==> config.mk <==
export PLATFORM = sky130hd
export DESIGN_NAME = ped_top
export DESIGN_NICKNAME = d
export VERILOG_FILES = /design/src/rtl/ped_pkg.sv /design/src/rtl/ped_top.sv /design/src/rtl/ped_debounce.sv
export SDC_FILE = /design/constraint.sdc
export NUM_CORES = 1
export LEC_CHECK = 0
export BUFFER_PORTS_ARGS = -buffer_cell sky130_fd_sc_hd__buf_2
export CORE_ASPECT_RATIO = 1.25
export CORE_MARGIN = 10
export CORE_UTILIZATION = 40
export CTS_BUF_LIST = sky130_fd_sc_hd__clkbuf_4
export DETAILED_ROUTE_END_ITERATION = 10
export GPL_TIMING_DRIVEN = 0
export PLACE_DENSITY_LB_ADDON = 0.12
export SETUP_SLACK_MARGIN = 0.4
export SYNTH_ARGS = -nofsm -noshare
export SYNTH_HDL_FRONTEND = slang
export SYNTH_SLANG_ARGS = --single-unit
==> constraint.sdc <==
create_clock -name core_clk -period 5.6 [get_ports core_clk]
set_clock_uncertainty 0.1 [all_clocks]
set_input_delay 0.28 -clock core_clk [delete_from_list [all_inputs] [get_ports core_clk]]
set_output_delay 0.28 -clock core_clk [all_outputs]
set_load 0.1 [all_outputs]
==> src/rtl/ped_pkg.sv <==
package ped_pkg;
  // Register offsets on the plain register port.
  localparam logic [15:0] ADDR_P0_IE    = 16'h5205;
  localparam logic [15:0] ADDR_P0_EDGE  = 16'h5206;
  localparam logic [15:0] ADDR_P0_FLAGS = 16'h5207;
  localparam logic [15:0] ADDR_P0_DEB   = 16'h5208;
  localparam logic [15:0] ADDR_P1_IE    = 16'h5215;
  localparam logic [15:0] ADDR_P1_EDGE  = 16'h5216;
  localparam logic [15:0] ADDR_P1_FLAGS = 16'h5217;
  localparam logic [15:0] ADDR_IRQ_MASK = 16'h5240;
  localparam logic [15:0] ADDR_IRQ_STAT = 16'h5241;

  // Reset values.
  localparam logic [7:0] RST_BYTE = 8'h00;
  localparam logic [1:0] RST_PAIR = 2'h0;

  // Debounce control field layout.
  localparam int DEB_LO_LSB = 0;
  localparam int DEB_HI_LSB = 4;
  localparam int DEB_W      = 3;
  localparam logic [7:0] DEB_MASK = 8'h77;

  // Shortest check time in clock cycles; each selector step doubles it.
  localparam int CHECK_BASE_CYC = 256;
  localparam int CHECK_MAX_CYC  = 16384;
  localparam int CNT_W          = 15;
endpackage

==> src/rtl/ped_top.sv <==
`timescale 1ns/1ps
// Function
// (RL1) Edge polarity bit 1 selects falling edges, 0 selects rising edges, per pin.
// (RL2) A pin's event flag sets on its selected edge only while its enable bit is 1.
// (RL3) A set flag raises its port's request line at once, one line per port.
// (RL4) Sixteen event flags exist, eight per port, each tied to the same pin index.
// (RL5) Writing 1 clears a flag, writing 0 leaves it, reads return the flag.
// (RL6) All event flags read 0 after reset.
// (RL7) Software treats the port requests as level triggered and clears flags in the handler.
// (RL8) Software clears stale flags before enabling pin interrupts.
// (RL9) Debounce exists on port 0 only, bits 6..4 for pins 7..4 and bits 2..0 for pins 3..0.
// (RL10) Selector 0 bypasses the filter, values 1..7 give 256 to 16384 cycles.
// (RL11) Pulses up to the check time are rejected, levels held twice it are accepted.
// (RL12) With the clock stopped an active filter blocks events, so software disables it first.
// (RL13) Software disables port 0 interrupts before changing the debounce settings.
// (RL14) Transitions on a pin whose enable bit is 0 are ignored.
// (RL15) Pin inputs are registered before debounce and edge detection.
// (RL16) An edge in the same cycle as a write-1 clear leaves the flag set.
module ped_top #(
  parameter int PIN_W = 8
) (
  input  wire logic             core_clk,
  input  wire logic             rst_n,
  input  wire logic [PIN_W-1:0] port0_pins,
  input  wire logic [PIN_W-1:0] port1_pins,
  input  wire logic [15:0]      reg_addr,
  input  wire logic [7:0]       reg_wdata,
  input  wire logic             reg_wr,
  input  wire logic             reg_rd,
  output logic      [7:0]       reg_rdata,
  output logic                  port0_irq,
  output logic                  port1_irq,
  output logic                  irq
);

  initial begin
    if (PIN_W != 8) begin
      $error("ped_top supports only 8-bit ports");
    end
  end

  logic [PIN_W-1:0] p0_samp_r;
  logic [PIN_W-1:0] p1_samp_r;
  logic [PIN_W-1:0] p0_filt;
  logic [PIN_W-1:0] p0_prev_r;
  logic [PIN_W-1:0] p1_prev_r;
  logic [PIN_W-1:0] p0_ie_r;
  logic [PIN_W-1:0] p1_ie_r;
  logic [PIN_W-1:0] p0_edge_r;
  logic [PIN_W-1:0] p1_edge_r;
  logic [PIN_W-1:0] p0_flag_r;
  logic [PIN_W-1:0] p1_flag_r;
  logic [PIN_W-1:0] p0_flag_nxt;
  logic [PIN_W-1:0] p1_flag_nxt;
  logic [PIN_W-1:0] p0_hit;
  logic [PIN_W-1:0] p1_hit;
  logic [7:0]       deb_ctl_r;
  logic [1:0]       irq_mask_r;
  logic [1:0]       irq_stat_r;
  logic [1:0]       irq_stat_nxt;
  logic [1:0]       port_rise;
  logic             p0_req_d_r;
  logic             p1_req_d_r;
  logic [7:0]       rdata_nxt;

  // Register decode used by both the write and the read paths.
  function automatic logic hit(input logic [15:0] a, input logic [15:0] b);
    hit = (a == b);
  endfunction

  // Selected-edge detector for one port.
  function automatic logic [PIN_W-1:0] edge_hit(input logic [PIN_W-1:0] cur,
                                                input logic [PIN_W-1:0] prev,
                                                input logic [PIN_W-1:0] pol,
                                                input logic [PIN_W-1:0] ena);
    logic [PIN_W-1:0] rise;
    logic [PIN_W-1:0] fall;
    rise     = cur & ~prev;
    fall     = ~cur & prev;
    edge_hit = ((pol & fall) | (~pol & rise)) & ena; // RL1
  endfunction

  // Pin inputs are treated as synchronous and registered once.
  always_ff @(posedge core_clk or negedge rst_n) begin
    if (!rst_n) begin
      p0_samp_r <= '0;
      p1_samp_r <= '0;
    end else begin
      p0_samp_r <= port0_pins; // RL15
      p1_samp_r <= port1_pins; // RL15
    end
  end

  // Port 0 nibble filters.
  ped_debounce #(.WIDTH(4)) u_deb_lo (
    .core_clk (core_clk),
    .rst_n    (rst_n),
    .sel      (deb_ctl_r[ped_pkg::DEB_LO_LSB +: ped_pkg::DEB_W]),
    .pin_in   (p0_samp_r[3:0]),
    .pin_out  (p0_filt[3:0])
  ); // RL9

  ped_debounce #(.WIDTH(4)) u_deb_hi (
    .core_clk (core_clk),
    .rst_n    (rst_n),
    .sel      (deb_ctl_r[ped_pkg::DEB_HI_LSB +: ped_pkg::DEB_W]),
    .pin_in   (p0_samp_r[7:4]),
    .pin_out  (p0_filt[7:4])
  ); // RL9

  // Previous samples for edge detection.
  always_ff @(posedge core_clk or negedge rst_n) begin
    if (!rst_n) begin
      p0_prev_r <= '0;
      p1_prev_r <= '0;
    end else begin
      p0_prev_r <= p0_filt;
      p1_prev_r <= p1_samp_r;
    end
  end

  // Edges on disabled pins never reach the flags.
  assign p0_hit = edge_hit(p0_filt, p0_prev_r, p0_edge_r, p0_ie_r);   // RL2 RL14
  assign p1_hit = edge_hit(p1_samp_r, p1_prev_r, p1_edge_r, p1_ie_r); // RL2 RL14

  // Configuration registers written by software.
  always_ff @(posedge core_clk or negedge rst_n) begin
    if (!rst_n) begin
      p0_ie_r    <= ped_pkg::RST_BYTE;
      p1_ie_r    <= ped_pkg::RST_BYTE;
      p0_edge_r  <= ped_pkg::RST_BYTE;
      p1_edge_r  <= ped_pkg::RST_BYTE;
      deb_ctl_r  <= ped_pkg::RST_BYTE;
      irq_mask_r <= ped_pkg::RST_PAIR;
    end else if (reg_wr) begin
      if (hit(reg_addr, ped_pkg::ADDR_P0_IE)) begin
        p0_ie_r <= reg_wdata;
      end
      if (hit(reg_addr, ped_pkg::ADDR_P1_IE)) begin
        p1_ie_r <= reg_wdata;
      end
      if (hit(reg_addr, ped_pkg::ADDR_P0_EDGE)) begin
        p0_edge_r <= reg_wdata;
      end
      if (hit(reg_addr, ped_pkg::ADDR_P1_EDGE)) begin
        p1_edge_r <= reg_wdata;
      end
      if (hit(reg_addr, ped_pkg::ADDR_P0_DEB)) begin
        deb_ctl_r <= reg_wdata & ped_pkg::DEB_MASK; // RL9
      end
      if (hit(reg_addr, ped_pkg::ADDR_IRQ_MASK)) begin
        irq_mask_r <= reg_wdata[1:0];
      end
    end
  end

  // Flag next values: write-1 clears, a new event wins over the clear.
  always_comb begin
    p0_flag_nxt = p0_flag_r;
    p1_flag_nxt = p1_flag_r;
    if (reg_wr && hit(reg_addr, ped_pkg::ADDR_P0_FLAGS)) begin
      p0_flag_nxt = p0_flag_r & ~reg_wdata; // RL5
    end
    if (reg_wr && hit(reg_addr, ped_pkg::ADDR_P1_FLAGS)) begin
      p1_flag_nxt = p1_flag_r & ~reg_wdata; // RL5
    end
    p0_flag_nxt = p0_flag_nxt | p0_hit; // RL16
    p1_flag_nxt = p1_flag_nxt | p1_hit; // RL16
  end

  // Sixteen event flags, eight per port.
  always_ff @(posedge core_clk or negedge rst_n) begin
    if (!rst_n) begin
      p0_flag_r <= ped_pkg::RST_BYTE; // RL6
      p1_flag_r <= ped_pkg::RST_BYTE; // RL6
    end else begin
      p0_flag_r <= p0_flag_nxt; // RL4
      p1_flag_r <= p1_flag_nxt; // RL4
    end
  end

  // Port request lines follow the flags as levels.
  assign port0_irq = |p0_flag_r; // RL3
  assign port1_irq = |p1_flag_r; // RL3

  // Request rising edges set sticky summary status bits.
  always_ff @(posedge core_clk or negedge rst_n) begin
    if (!rst_n) begin
      p0_req_d_r <= 1'b0;
      p1_req_d_r <= 1'b0;
    end else begin
      p0_req_d_r <= port0_irq;
      p1_req_d_r <= port1_irq;
    end
  end
  assign port_rise = {port1_irq & ~p1_req_d_r, port0_irq & ~p0_req_d_r};

  // Summary status is cleared by writing one; a new event wins.
  always_comb begin
    irq_stat_nxt = irq_stat_r;
    if (reg_wr && hit(reg_addr, ped_pkg::ADDR_IRQ_STAT)) begin
      irq_stat_nxt = irq_stat_r & ~reg_wdata[1:0];
    end
    irq_stat_nxt = irq_stat_nxt | port_rise;
  end

  always_ff @(posedge core_clk or negedge rst_n) begin
    if (!rst_n) begin
      irq_stat_r <= ped_pkg::RST_PAIR;
    end else begin
      irq_stat_r <= irq_stat_nxt;
    end
  end

  // Combined interrupt is a level while any unmasked status bit is set.
  assign irq = |(irq_stat_r & irq_mask_r);

  // Read mux; unmapped addresses return zero.
  always_comb begin
    rdata_nxt = 8'h00;
    if (hit(reg_addr, ped_pkg::ADDR_P0_IE)) begin
      rdata_nxt = p0_ie_r;
    end else if (hit(reg_addr, ped_pkg::ADDR_P1_IE)) begin
      rdata_nxt = p1_ie_r;
    end else if (hit(reg_addr, ped_pkg::ADDR_P0_EDGE)) begin
      rdata_nxt = p0_edge_r;
    end else if (hit(reg_addr, ped_pkg::ADDR_P1_EDGE)) begin
      rdata_nxt = p1_edge_r;
    end else if (hit(reg_addr, ped_pkg::ADDR_P0_FLAGS)) begin
      rdata_nxt = p0_flag_r; // RL5
    end else if (hit(reg_addr, ped_pkg::ADDR_P1_FLAGS)) begin
      rdata_nxt = p1_flag_r; // RL5
    end else if (hit(reg_addr, ped_pkg::ADDR_P0_DEB)) begin
      rdata_nxt = deb_ctl_r;
    end else if (hit(reg_addr, ped_pkg::ADDR_IRQ_MASK)) begin
      rdata_nxt = {6'h00, irq_mask_r};
    end else if (hit(reg_addr, ped_pkg::ADDR_IRQ_STAT)) begin
      rdata_nxt = {6'h00, irq_stat_r};
    end
  end

  // Read data stand for one cycle after the read strobe, zero otherwise.
  always_ff @(posedge core_clk or negedge rst_n) begin
    if (!rst_n) begin
      reg_rdata <= 8'h00;
    end else if (reg_rd) begin
      reg_rdata <= rdata_nxt;
    end else begin
      reg_rdata <= 8'h00;
    end
  end

endmodule

==> src/rtl/ped_debounce.sv <==
`timescale 1ns/1ps
// Debounce filter for one nibble of pins; selector 0 passes samples through.
module ped_debounce #(
  parameter int WIDTH = 4
) (
  input  wire logic             core_clk,
  input  wire logic             rst_n,
  input  wire logic [2:0]       sel,
  input  wire logic [WIDTH-1:0] pin_in,
  output logic      [WIDTH-1:0] pin_out
);

  logic [ped_pkg::CNT_W-1:0] tick_cnt_r;
  logic                      tick;
  logic [WIDTH-1:0]          stage_r;
  logic [WIDTH-1:0]          stable_r;

  // Limit is base cycles shifted by selector minus one, less one, so a tick comes every base << (sel - 1) cycles.
  function automatic logic [ped_pkg::CNT_W-1:0] check_limit(input logic [2:0] s);
    logic [ped_pkg::CNT_W-1:0] base;
    base = ped_pkg::CNT_W'(ped_pkg::CHECK_BASE_CYC);
    check_limit = (s == 3'h0) ? '0 : (base << (s - 3'h1)) - 1'b1;
  endfunction

  // Free running check-time divider producing a one-cycle enable; it only advances
  // on the clock, so a stopped clock freezes the filter and blocks new levels.
  // RL12
  always_ff @(posedge core_clk or negedge rst_n) begin
    if (!rst_n) begin
      tick_cnt_r <= '0;
    end else if (tick || sel == 3'h0) begin
      tick_cnt_r <= '0;
    end else begin
      tick_cnt_r <= tick_cnt_r + 1'b1;
    end
  end
  assign tick = (tick_cnt_r >= check_limit(sel)) && (sel != 3'h0);

  // A level is accepted when seen on two consecutive ticks, so pulses
  // shorter than the check time never pass and two check times always do.
  always_ff @(posedge core_clk or negedge rst_n) begin
    if (!rst_n) begin
      stage_r  <= '0;
      stable_r <= '0;
    end else if (sel == 3'h0) begin
      stage_r  <= pin_in;
      stable_r <= pin_in;
    end else if (tick) begin
      stage_r <= pin_in;
      for (int i = 0; i < WIDTH; i++) begin
        if (stage_r[i] == pin_in[i]) begin
          stable_r[i] <= pin_in[i]; // RL11
        end
      end
    end
  end

  assign pin_out = (sel == 3'h0) ? pin_in : stable_r; // RL10
endmodule

== After elaboration in Yosys (flattened, before gate mapping) ==
Cells that the tools add are included.

* Div/mod/pow operators: 0
* Equal/unequal tests: 17
* Multipliers: 0
* Bitwise logic cells: 31
* Magnitude comparators: 2
* $add $sub $neg: 6
* Shift-type cells: 2
* Reductions and logical operators: 38
* Mux-type cells: 35

{| class="wikitable"
|+ Operator list
! cell !! number
|-
| == test 16 x 15 -> 1 bit, second input constant || 9
|-
| AND 8 bit || 12
|-
| 2-to-1 mux 8 bit || 9
|-
| 2-to-1 mux 15 bit || 4
|-
| inverter 8 bit || 7
|-
| 2-to-1 mux 4 bit || 10
|-
| OR 8 bit || 4
|-
| adder 15 x 1 -> 15 bit, second input constant || 2
|-
| greater-or-equal comparator 15 bit || 2
|-
| << shifter 9 x 3 -> 15 bit, first input constant || 2
|-
| subtractor 15 x 1 -> 15 bit, second input constant || 2
|-
| AND reduction 2 bit || 14
|-
| nonzero test 2 bit || 10
|-
| OR reduction 8 bit || 2
|-
| == test 1 bit || 8
|-
| 2-to-1 mux 1 bit || 8
|-
| 2-to-1 mux 7 bit || 1
|-
| logical NOT 3 bit || 2
|-
| 2-to-1 mux 2 bit || 3
|-
| nonzero test 3 bit || 2
|-
| subtractor 3 x 1 -> 3 bit, second input constant || 2
|-
| logical AND 1 bit || 5
|-
| AND 2 bit || 2
|-
| AND 1 bit || 2
|-
| 5 further kinds || 7
|}

* ROM bits: 0
* Bits in writable memories: 0
* Latch bits: 0
* Register bits: 146
* Logic and storage cells: 159
* Input bits: 44
* Output and inout port bits: 11
* Memories kept: 0

== Longest topological paths before layout ==
Gate-level depths: netlist of the first run.

* Depth in word-level cells: 11
* Gate-level depth with buffers: 16
* Mapped depth without buffers: 13

== Cells and area by module ==
From an unflattened synthesis of the first run, not the netlist that was laid out.

* Cells, all modules: 773
* Area, all modules: 7901.3 µm²

{| class="wikitable"
|+ Modules (own cells, without submodules)
! module !! area an instance (µm²) !! instances !! cells an instance !! seq. area each (µm²)
|-
| ped_top || 4403.0 || 1 || 369 || 2502.4
|-
| ped_debounce || 1749.2 || 2 || 202 || 575.6
|}

== Worst setup path after synthesis of the first run ==
No wires, ideal clock.

* Kind: reg2reg
* Start: register deb_ctl_r[1]
* End: register u_deb_lo.stage_r[0]
* Slack: 2.288 ns
* Period minus slack after synthesis: 3.312 ns
* Data required time: 5.375 ns
* Buffers on the path: 2
* Arrival time: 3.087 ns
* Stages on the path, launching flop included: 16
* Setup time: 0.125 ns
* Cell sequence: dfrtp_1 clkbuf_1 inv_1 or3_1 ha_1 inv_1 nand2_1 o21ai_0 a22oi_1 ha_1 and3_1 a211oi_1 o21ai_1 or2_1 buf_2 mux2_2

* Cells in the longest elaborated chain, start to end: 7
* Elaborated cells on any way between the ends: 10
* Those cells by class: add/sub: 2; order compare: 1; shift: 1; mux: 2; reduce/logical: 4

{| class="wikitable"
|+ Ends and longest elaborated chain
! element !! RTL line !! text
|-
| start, declared || ped_top.sv:57 || <nowiki>logic [7:0] deb_ctl_r;</nowiki>
|-
| start signal, assigned || ped_top.sv:133 || <nowiki>deb_ctl_r <= ped_pkg::RST_BYTE;</nowiki>
|-
| start signal, assigned || ped_top.sv:149 || <nowiki>deb_ctl_r <= reg_wdata & ped_pkg::DEB_MASK;</nowiki>
|-
| subtractor 3 x 1 -> 3 bit || ped_debounce.sv:22 || <nowiki>check_limit = (s == 3'h0) ? '0 : (base << (s - 3'h1)) - 1'b1;</nowiki>
|-
| << shifter 9 x 3 -> 15 bit || ped_debounce.sv:22 ||
|-
| subtractor 15 x 1 -> 15 bit || ped_debounce.sv:22 ||
|-
| 2-to-1 mux 15 bit || ped_debounce.sv:22 ||
|-
| greater-or-equal comparator 15 bit || ped_debounce.sv:37 || <nowiki>assign tick = (tick_cnt_r >= check_limit(sel)) && (sel != 3'h0);</nowiki>
|-
| logical AND 1 bit || ped_debounce.sv:37 ||
|-
| nonzero test 2 bit (no line) || n/a ||
|-
| end signal, assigned || ped_debounce.sv:46 || <nowiki>stage_r <= pin_in;</nowiki>
|-
| end signal, assigned || ped_debounce.sv:49 || <nowiki>stage_r <= pin_in;</nowiki>
|-
| end, declared || ped_debounce.sv:15 || <nowiki>logic [WIDTH-1:0] stage_r;</nowiki>
|}

Several ways; a longest one is shown, not always the timed one.
A chain may end at the register's enable or synchronous reset.

== Worst setup path in the final report of the first run ==
* Start: register deb_ctl_r[6]
* End: register u_deb_hi.stable_r[3]

* Cells in the longest elaborated chain, start to end: 8
* Elaborated cells on any way between the ends: 12
* Those cells by class: add/sub: 2; order compare: 1; shift: 1; mux: 2; reduce/logical: 6

{| class="wikitable"
|+ Ends and longest elaborated chain
! element !! RTL line !! text
|-
| subtractor 3 x 1 -> 3 bit || ped_debounce.sv:22 ||
|-
| << shifter 9 x 3 -> 15 bit || ped_debounce.sv:22 ||
|-
| subtractor 15 x 1 -> 15 bit || ped_debounce.sv:22 ||
|-
| 2-to-1 mux 15 bit || ped_debounce.sv:22 ||
|-
| greater-or-equal comparator 15 bit || ped_debounce.sv:37 ||
|-
| logical AND 1 bit || ped_debounce.sv:37 ||
|-
| nonzero test 2 bit (no line) || n/a ||
|-
| AND reduction 2 bit (no line) || n/a ||
|-
| end signal, assigned || ped_debounce.sv:47 || <nowiki>stable_r <= pin_in;</nowiki>
|-
| end signal, assigned by index || ped_debounce.sv:52 || <nowiki>stable_r[i] <= pin_in[i];</nowiki>
|-
| end, declared || ped_debounce.sv:16 || <nowiki>logic [WIDTH-1:0] stable_r;</nowiki>
|}

Several ways; a longest one is shown, not always the timed one.

==> results.sh, run 1 <==
export IMPL_synth_edf_count=0
export IMPL_synth_seq_cells=146
export IMPL_synth_seq_area_share_pct=49.2
export IMPL_grtUsageMet3_pct=3.62
export IMPL_finalSetupViolCount=0
export IMPL_numCtsBuffers=17
export IMPL_cts_tree="yes"
export IMPL_worstMarginPinSlew_ns=0.922
export IMPL_fin_area_um2=8570
export IMPL_postPlaceCellArea_um2=8000
export IMPL_status="finished clean"
export IMPL_crit_chain="clkbuf_1 -> nor3_1 -> clkbuf_1 -> inv_1 -> nand2b_1 -> ha_1 -> nand4_1 -> a211oi_1 -> o21ai_0 -> o211ai_1 -> clkbuf_1 -> a21oi_1 -> a211oi_1"
export IMPL_min_path_type="in2reg"
export IMPL_period_needed_ns=4.15
export IMPL_pwr_share_comb_pct=5.3
export IMPL_drc=0
export IMPL_cp_arrival_ns=4.52
export IMPL_area_growth_pct=15.5
export IMPL_cp_end_kind="flip-flop"
export IMPL_die_area_um2=24400
export IMPL_wl_per_cell_um=17.0
export IMPL_slew_viol_final=0
export IMPL_grt_pass1_vias=5607
export IMPL_rows=55
export IMPL_synthCells=694
export IMPL_cp_common_cell="clkbuf_1"
export IMPL_busiest_layer="met2"
export IMPL_antenna_found_initial=1
export IMPL_start_util_pct=40.9
export IMPL_p_int_w=0.00148
export IMPL_port_buffers=51
export IMPL_rrSetupSlack_ns=1.45
export IMPL_max_slew_margin_pct=37.7
export IMPL_worstPathMaxFanout=16
export IMPL_worstPathRequired_ns=5.97
export IMPL_sequentialPowerShare_pct=55.5
export IMPL_grtUsageMet2_pct=25.6
export IMPL_die_width_um=142
export IMPL_grt_start_max_net_pins=82
export IMPL_p_per_area_nw_per_um2=229
export IMPL_slowest_delay_ns=0.69
export IMPL_cap_violations=0
export IMPL_leakagePower_nw=4.05
export IMPL_syn_num_nets=772
export IMPL_die_h_um=172
export IMPL_grt_pass1_wl_um=29000
export IMPL_ir_drop_mv=0.111
export IMPL_post_route_period_util_pct=74.2
export IMPL_critPathKind="reg2reg"
export IMPL_switching_power_w=0.000485
export IMPL_max_freq_ghz=0.241
export IMPL_clockRootBuffer="clkbuf_4"
export IMPL_dr_pass1_iters=5
export IMPL_globalRouteTotalUtil_pct=14.7
export IMPL_slowest_stage="o211ai_1"
export IMPL_gp_congestion=0.857
export IMPL_drt_iter0_drc=222
export IMPL_routed_via_density=5.39
export IMPL_dpl_hpwl_um=13100
export IMPL_nNetsFinal=867
export IMPL_fp_coreArea_um2=18200
export IMPL_htreeDepth=4
export IMPL_hold_ws_ns=0.0580
export IMPL_vias=5561
export IMPL_yosys_warnings=0
export IMPL_io_pins=55
export IMPL_hold_viol=0
export IMPL_async_flop_share_pct=100
export IMPL_synth_cell_types=69
export IMPL_clk_pin_slew_worst_paths_ns=0.14
export IMPL_final_antenna_net_count=0
export IMPL_cts_max_path_buffers=2
export IMPL_sw_frac_of_total_pct=24.7
export IMPL_avgSynthCellArea_um2=10.7
export IMPL_netlist_area_um2=7420
export IMPL_clock_sinks=146
export IMPL_clockPowerShare_pct=39.2
export IMPL_finalSetupTns_ns=0
export IMPL_grtUsageMet1_pct=17.3
export IMPL_cp_start_kind="flip-flop"
export IMPL_drt_wl_total_um=17600
export IMPL_yosys_most_used_dff="dfrtp_1"
export IMPL_clock_latency_ns=0.57
export IMPL_overflow=0
export IMPL_rsz0062_at_grt="no"
export IMPL_final_layout_size_suffix_gt1_share_pct=19.3
## metrics by stage
| step | worst slack, ns | utilization (%) | power, W | cells |
|---|---|---|---|---|
| final | 1.45 | 47.2 | 0.00196 | 1031 |
| after global routing | 1.13 | 47.2 | 0.00205 | 1031 |
| after CTS | 1.42 | 47.2 | 0.00199 | 1030 |
| after detailed placement | 1.44 | 44.0 | 0.00120 | 974 |
| after global placement | 1.53 | 43.8 | 0.00120 | 973 |
| after floorplan | 2.29 | - | 0.00115 | 694 |
## synthesized netlist by cell type (3+ instances only)
master / count / area, um^2
dfrtp_1: 146 / 3650
nand2_1: 75 / 282
nor2_1: 67 / 251
o21ai_0: 42 / 210
ha_1: 34 / 425
mux2_2: 34 / 383
a21oi_1: 25 / 125
nand3_1: 24 / 120
and3_1: 21 / 131
inv_1: 19 / 71.3
xor2_1: 18 / 158
mux2_4: 16 / 240
nor3_1: 16 / 80.1
clkbuf_1: 12 / 45.0
xnor2_1: 10 / 87.6
a22o_1: 9 / 78.8
mux2i_1: 9 / 90.1
a22oi_1: 7 / 52.6
o21a_1: 7 / 52.6
a211oi_1: 6 / 45.0
buf_2: 6 / 30.0
nor4_1: 6 / 37.5
or3_1: 6 / 37.5
a222oi_1: 5 / 50.1
nor2b_1: 5 / 31.3
nand2b_1: 4 / 25.0
nand4_1: 4 / 25.0
o211a_1: 4 / 40.0
a21boi_0: 3 / 22.5
a21o_1: 3 / 22.5
a32oi_1: 3 / 26.3
and2_1: 3 / 18.8
and4_1: 3 / 26.3
## registers in the layout, indices dropped and copies added (netlist names), 2 cells and up
register             count
p1_flag_r                8
irq_mask_r               2
irq_stat_r               2
u_deb_lo.tick_cnt_r     15
u_deb_lo.stable_r        4
p1_edge_r                8
p0_prev_r                8
p1_ie_r                  8
p0_samp_r                8
u_deb_lo.stage_r         4
reg_rdata                8
p1_samp_r                8
u_deb_hi.tick_cnt_r     15
p0_edge_r                8
p0_ie_r                  8
u_deb_hi.stage_r         4
deb_ctl_r                6
p1_prev_r                8
u_deb_hi.stable_r        4
p0_flag_r                8
## logic make-up after synthesis
family	share of synthesized area (%)
flip-flops	49.2
AND/OR/NAND/NOR	18.3
adder cells (fa/ha/maj)	5.73
XOR/XNOR	3.30
buffers and inverters	2.17
AO/OA/AOI/OAI	11.6
multiplexers	9.61
## repair_timing
item / in CTS / in global routing
hold buffers: 24 / 0
hold endpoints to repair: 144 / 0
buffers inserted: 0 / 0
resized for setup: 0 / 0
endpoints found under the setup margin: 0 / 0
## power groups by stage
stage | registers, W | logic (W) | clock network, W
after global routing | 0.00109 | 0.000118 | 0.000838
final | 0.00109 | 0.000105 | 0.000769
after global placement | 0.00111 | 0.0000876 | 0
after floorplan | 0.00111 | 0.0000388 | 0
after CTS | 0.00109 | 0.000107 | 0.000795
after detailed placement | 0.00111 | 0.0000935 | 0
## worst max-delay path, delay by kind of cell (launching register included)
family	cells	cell delay (ns)
flip-flops	1	0.37
adder cells (fa/ha/maj)	1	0.16
buffers and inverters	4	1.63
AND/OR/NAND/NOR	3	0.52
AO/OA/AOI/OAI	5	1.29
## placed cells by master, fill, tap and decap left out, drive strengths merged, types with 5 or more instances in the layout
cell / count
dfrtp: 146
mux2i: 9
xnor2: 10
xor2: 18
a211oi: 6
nor2: 71
dlygate4sd3: 24
nand3: 24
buf: 59
mux2: 50
nand2: 78
clkbuf: 29
inv: 24
a22o: 9
nor4: 6
nor2b: 5
o21ai: 43
nor3: 17
a22oi: 7
or3: 7
o21a: 7
ha: 34
a21oi: 25
a222oi: 5
and3: 21
## cell type report
| type | instances | area [um^2] |
|---|---|---|
| fill | 1673 | 9590 |
| sequential | 146 | 3650 |
| multi-input combinational | 509 | 3610 |
| timing repair buffer | 76 | 529 |
| tap | 228 | 285 |
| clock inverter | 15 | 205 |
| clock buffer | 17 | 128 |
| buffer | 19 | 86.3 |
| inverter | 20 | 75.1 |
| antenna | 1 | 2.50 |
## per-layer routing
| metal | vias up | part of all wire, % |
|---|---|---|
| met4 | 0 | 1.3 |
| met1 | 2742 | 43 |
| li1 | 2689 | - |
| met2 | 109 | 51 |
| met5 | - | 0 |
| met3 | 21 | 4.5 |
## worst paths after layout
| kind | end | depth (start not counted) | start |
|---|---|---|---|
| max in group asynchronous | p0_prev_r[3] | 3 | rst_n |
| max | u_deb_hi.stable_r[3] | 13 | deb_ctl_r[6] |
| min reg2reg | p1_prev_r[6] | 0 | p1_samp_r[6] |
| min | p0_ie_r[3] | 3 | reg_wr |
| min in group asynchronous | p1_edge_r[1] | 2 | rst_n |
| max reg2reg | u_deb_hi.stable_r[3] | 13 | deb_ctl_r[6] |
Power figures use the tool's default switching activity.
==> run 2, diff against run 1 <==
--- a/config.mk
+++ b/config.mk
@@ -5,6 +5,7 @@
 export SDC_FILE = /design/constraint.sdc
 export NUM_CORES = 1
 export LEC_CHECK = 0
+export ABC_AREA = 1
 export BUFFER_PORTS_ARGS = -buffer_cell sky130_fd_sc_hd__buf_2
 export CORE_ASPECT_RATIO = 1.25
 export CORE_MARGIN = 10
==> constraint.sdc (replaced) <==
create_clock -name core_clk -period 4 [get_ports core_clk]
set_clock_uncertainty 0.1 [all_clocks]
set_input_delay 0.2 -clock core_clk [delete_from_list [all_inputs] [get_ports core_clk]]
set_output_delay 0.2 -clock core_clk [all_outputs]
set_load 0.1 [all_outputs]
==> results.sh, run 2 <==
export IMPL_drt_wl_total_um=18100
export IMPL_synth_area_leader_cell="dfrtp_1"
export IMPL_synth_top_area_share_pct=47.8
export IMPL_finalSetupViolCount=0
export IMPL_area_growth_pct=15.6
export IMPL_hold_ws_ns=0.0761
export IMPL_max_freq_ghz=0.322
export IMPL_synth_cell_types=50
export IMPL_rows=56
export IMPL_worstPathMaxFanout=10
export IMPL_min_path_type="in2reg"
export IMPL_clock_latency_ns=0.54
export IMPL_cp_start_kind="flip-flop"
export IMPL_dr_wl_met3_um=749
export IMPL_avgSynthCellArea_um2=8.45
export IMPL_fin_util_pct=47.1
export IMPL_start_util_pct=40.7
export IMPL_clockRootBuffer="clkbuf_4"
export IMPL_synth_edf_count=0
export IMPL_sw_frac_of_total_pct=23.6
export IMPL_cts_tree="yes"
export IMPL_status="finished clean"
export IMPL_antenna_found_initial=1
export IMPL_fp_coreArea_um2=18800
export IMPL_yosys_top_cells_area="dfrtp_1, nand2_1, o21ai_0"
export IMPL_layout_commonest_cell="nand2_1"
export IMPL_slew_viol_final=0
export IMPL_clockPowerShare_pct=39.2
export IMPL_synthCells=905
export IMPL_switching_power_w=0.000641
export IMPL_port_buffers=53
export IMPL_rsz0062_at_grt="no"
export IMPL_most_common_layout_cells="nand2_1, dfrtp_1, inv_1, o21ai_0, buf_2"
export IMPL_leakagePower_nw=4.24
export IMPL_die_area_um2=25100
export IMPL_netlist_area_um2=7650
export IMPL_grt_pass1_vias=6142
export IMPL_ir_drop_mv=0.155
export IMPL_clk_pin_slew_worst_paths_ns=0.13
export IMPL_cap_violations=0
export IMPL_vias=6198
export IMPL_yosys_most_used_dff="dfrtp_1"
export IMPL_hold_viol=0
export IMPL_wl_met2_um=8800
export IMPL_async_flop_share_pct=100
export IMPL_wl_per_cell_um=14.5
export IMPL_cts_max_path_buffers=2
export IMPL_yosysMostFrequentCell="nand2_1"
export IMPL_synth_seq_cells=146
export IMPL_yosys_warnings=0
export IMPL_yosys_top_cells_count="nand2_1, dfrtp_1, inv_1"
export IMPL_final_layout_size_suffix_gt1_share_pct=16.3
export IMPL_p_per_area_nw_per_um2=307
export IMPL_post_route_period_util_pct=77.5
export IMPL_io_pins=55
export IMPL_die_h_um=175
export IMPL_cp_end_kind="flip-flop"
export IMPL_sequentialPowerShare_pct=55.8
export IMPL_grt_pass1_wl_um=30400
export IMPL_drc=0
export IMPL_die_width_um=144
export IMPL_worstMarginPinSlew_ns=0.658
export IMPL_numCtsBuffers=17
export IMPL_wl_met1_um=8450
export IMPL_overflow=0
export IMPL_dp_cells=1191
export IMPL_critPathKind="reg2reg"
export IMPL_syn_num_nets=983
export IMPL_layoutNonFillerInstCount=1250
export IMPL_cp_arrival_ns=3.42
export IMPL_pwr_share_comb_pct=4.9
export IMPL_nNetsFinal=1083
export IMPL_dpl_hpwl_um=13300
export IMPL_max_slew_margin_pct=56.2
export IMPL_gp_congestion=0.825
export IMPL_globalRouteTotalUtil_pct=15.0
export IMPL_highest_layer="met4"
export IMPL_dr_pass1_iters=5
export IMPL_period_needed_ns=3.10
export IMPL_reg_top3="u_deb_hi.tick_cnt_r: 15 flops, u_deb_lo.tick_cnt_r: 15 flops"
export IMPL_grt_start_max_net_pins=82
export IMPL_ctsResizeCount=0
export IMPL_htreeDepth=4
export IMPL_synth_seq_area_share_pct=47.8
export IMPL_p_int_w=0.00207
export IMPL_postCtsSetupBuffers=0
export IMPL_postCtsHoldBufs=27
export IMPL_worstPathRequired_ns=4.32
export IMPL_routed_via_density=4.96
export IMPL_drt_iter0_drc=336
export IMPL_finalSetupTns_ns=0
export IMPL_clock_sinks=146
export IMPL_final_antenna_net_count=0
[run 2: power groups by stage]
stage | combinational, W | sequential (W) | clock, W
detailed placement | 0.000117 | 0.00155 | 0
global placement | 0.000112 | 0.00154 | 0
CTS | 0.000138 | 0.00152 | 0.00111
finish | 0.000134 | 0.00152 | 0.00107
global route | 0.000154 | 0.00152 | 0.00117
floorplan | 0.0000439 | 0.00154 | 0
[run 2: routing by layer]
layer / up-vias / GRT usage (%)
met5: - / 0
met4: 0 / 3.84
met3: 5 / 3.42
met2: 102 / 25.0
met1: 2886 / 19.1
li1: 3205 / -
[run 2: final timing paths]
check | startpoint | cells past startpoint | slack (ns) | endpoint
min reg2reg | p1_samp_r[7] | 0 | 0.31 | p1_prev_r[7]
min in group asynchronous | rst_n | 2 | 0.13 | u_deb_lo.tick_cnt_r[2]
max in group asynchronous | rst_n | 3 | 2.83 | u_deb_hi.tick_cnt_r[0]
max reg2reg | deb_ctl_r[6] | 14 | 0.90 | u_deb_hi.tick_cnt_r[13]
min | reg_addr[7] | 5 | 0.08 | irq_mask_r[1]
max | deb_ctl_r[6] | 14 | 0.90 | u_deb_hi.tick_cnt_r[13]
[run 2: kinds of logic after synthesis]
logic type | count (synthesis) | share of synthesized area (%)
simple gates | 382 | 24.1
buf+inv | 129 | 6.98
compound gates | 208 | 14.9
fa+ha+maj | 34 | 5.56
flops | 146 | 47.8
xor+xnor | 6 | 0.687
[run 2: layout make-up]
cell class / instances / area (um^2)
diodes: 1 / 2.50
plain buffers: 21 / 126
clock buffers: 20 / 150
clock inverters: 11 / 180
fillers: 1842 / 9930
inverters: 108 / 408
multi-input cells: 630 / 3460
flip-flops and latches: 146 / 3650
well taps: 232 / 290
repair buffers: 81 / 569
[run 2: metrics by stage]
step | setup slack [ns] | total power [W] | area (um^2)
floorplan | 1.32 | 0.00159 | 7650
global placement | 0.353 | 0.00166 | 8210
detailed placement | 0.911 | 0.00166 | 8240
CTS | 0.890 | 0.00277 | 8840
global route | 0.644 | 0.00285 | 8840
finish | 0.898 | 0.00272 | 8840
[run 2: critical path: stages (launching register included)]
cell     delay, ns
dfrtp_1       0.37
buf_2         0.18
inv_1         0.16
nand3_1       0.11
ha_1          0.23
inv_1         0.11
o21ai_0       0.09
a211o_1       0.24
ha_1          0.31
nand4_1       0.12
nor3_1        0.24
o21ai_0       0.17
nand2_2       0.20
buf_2         0.28
nor2_1        0.07
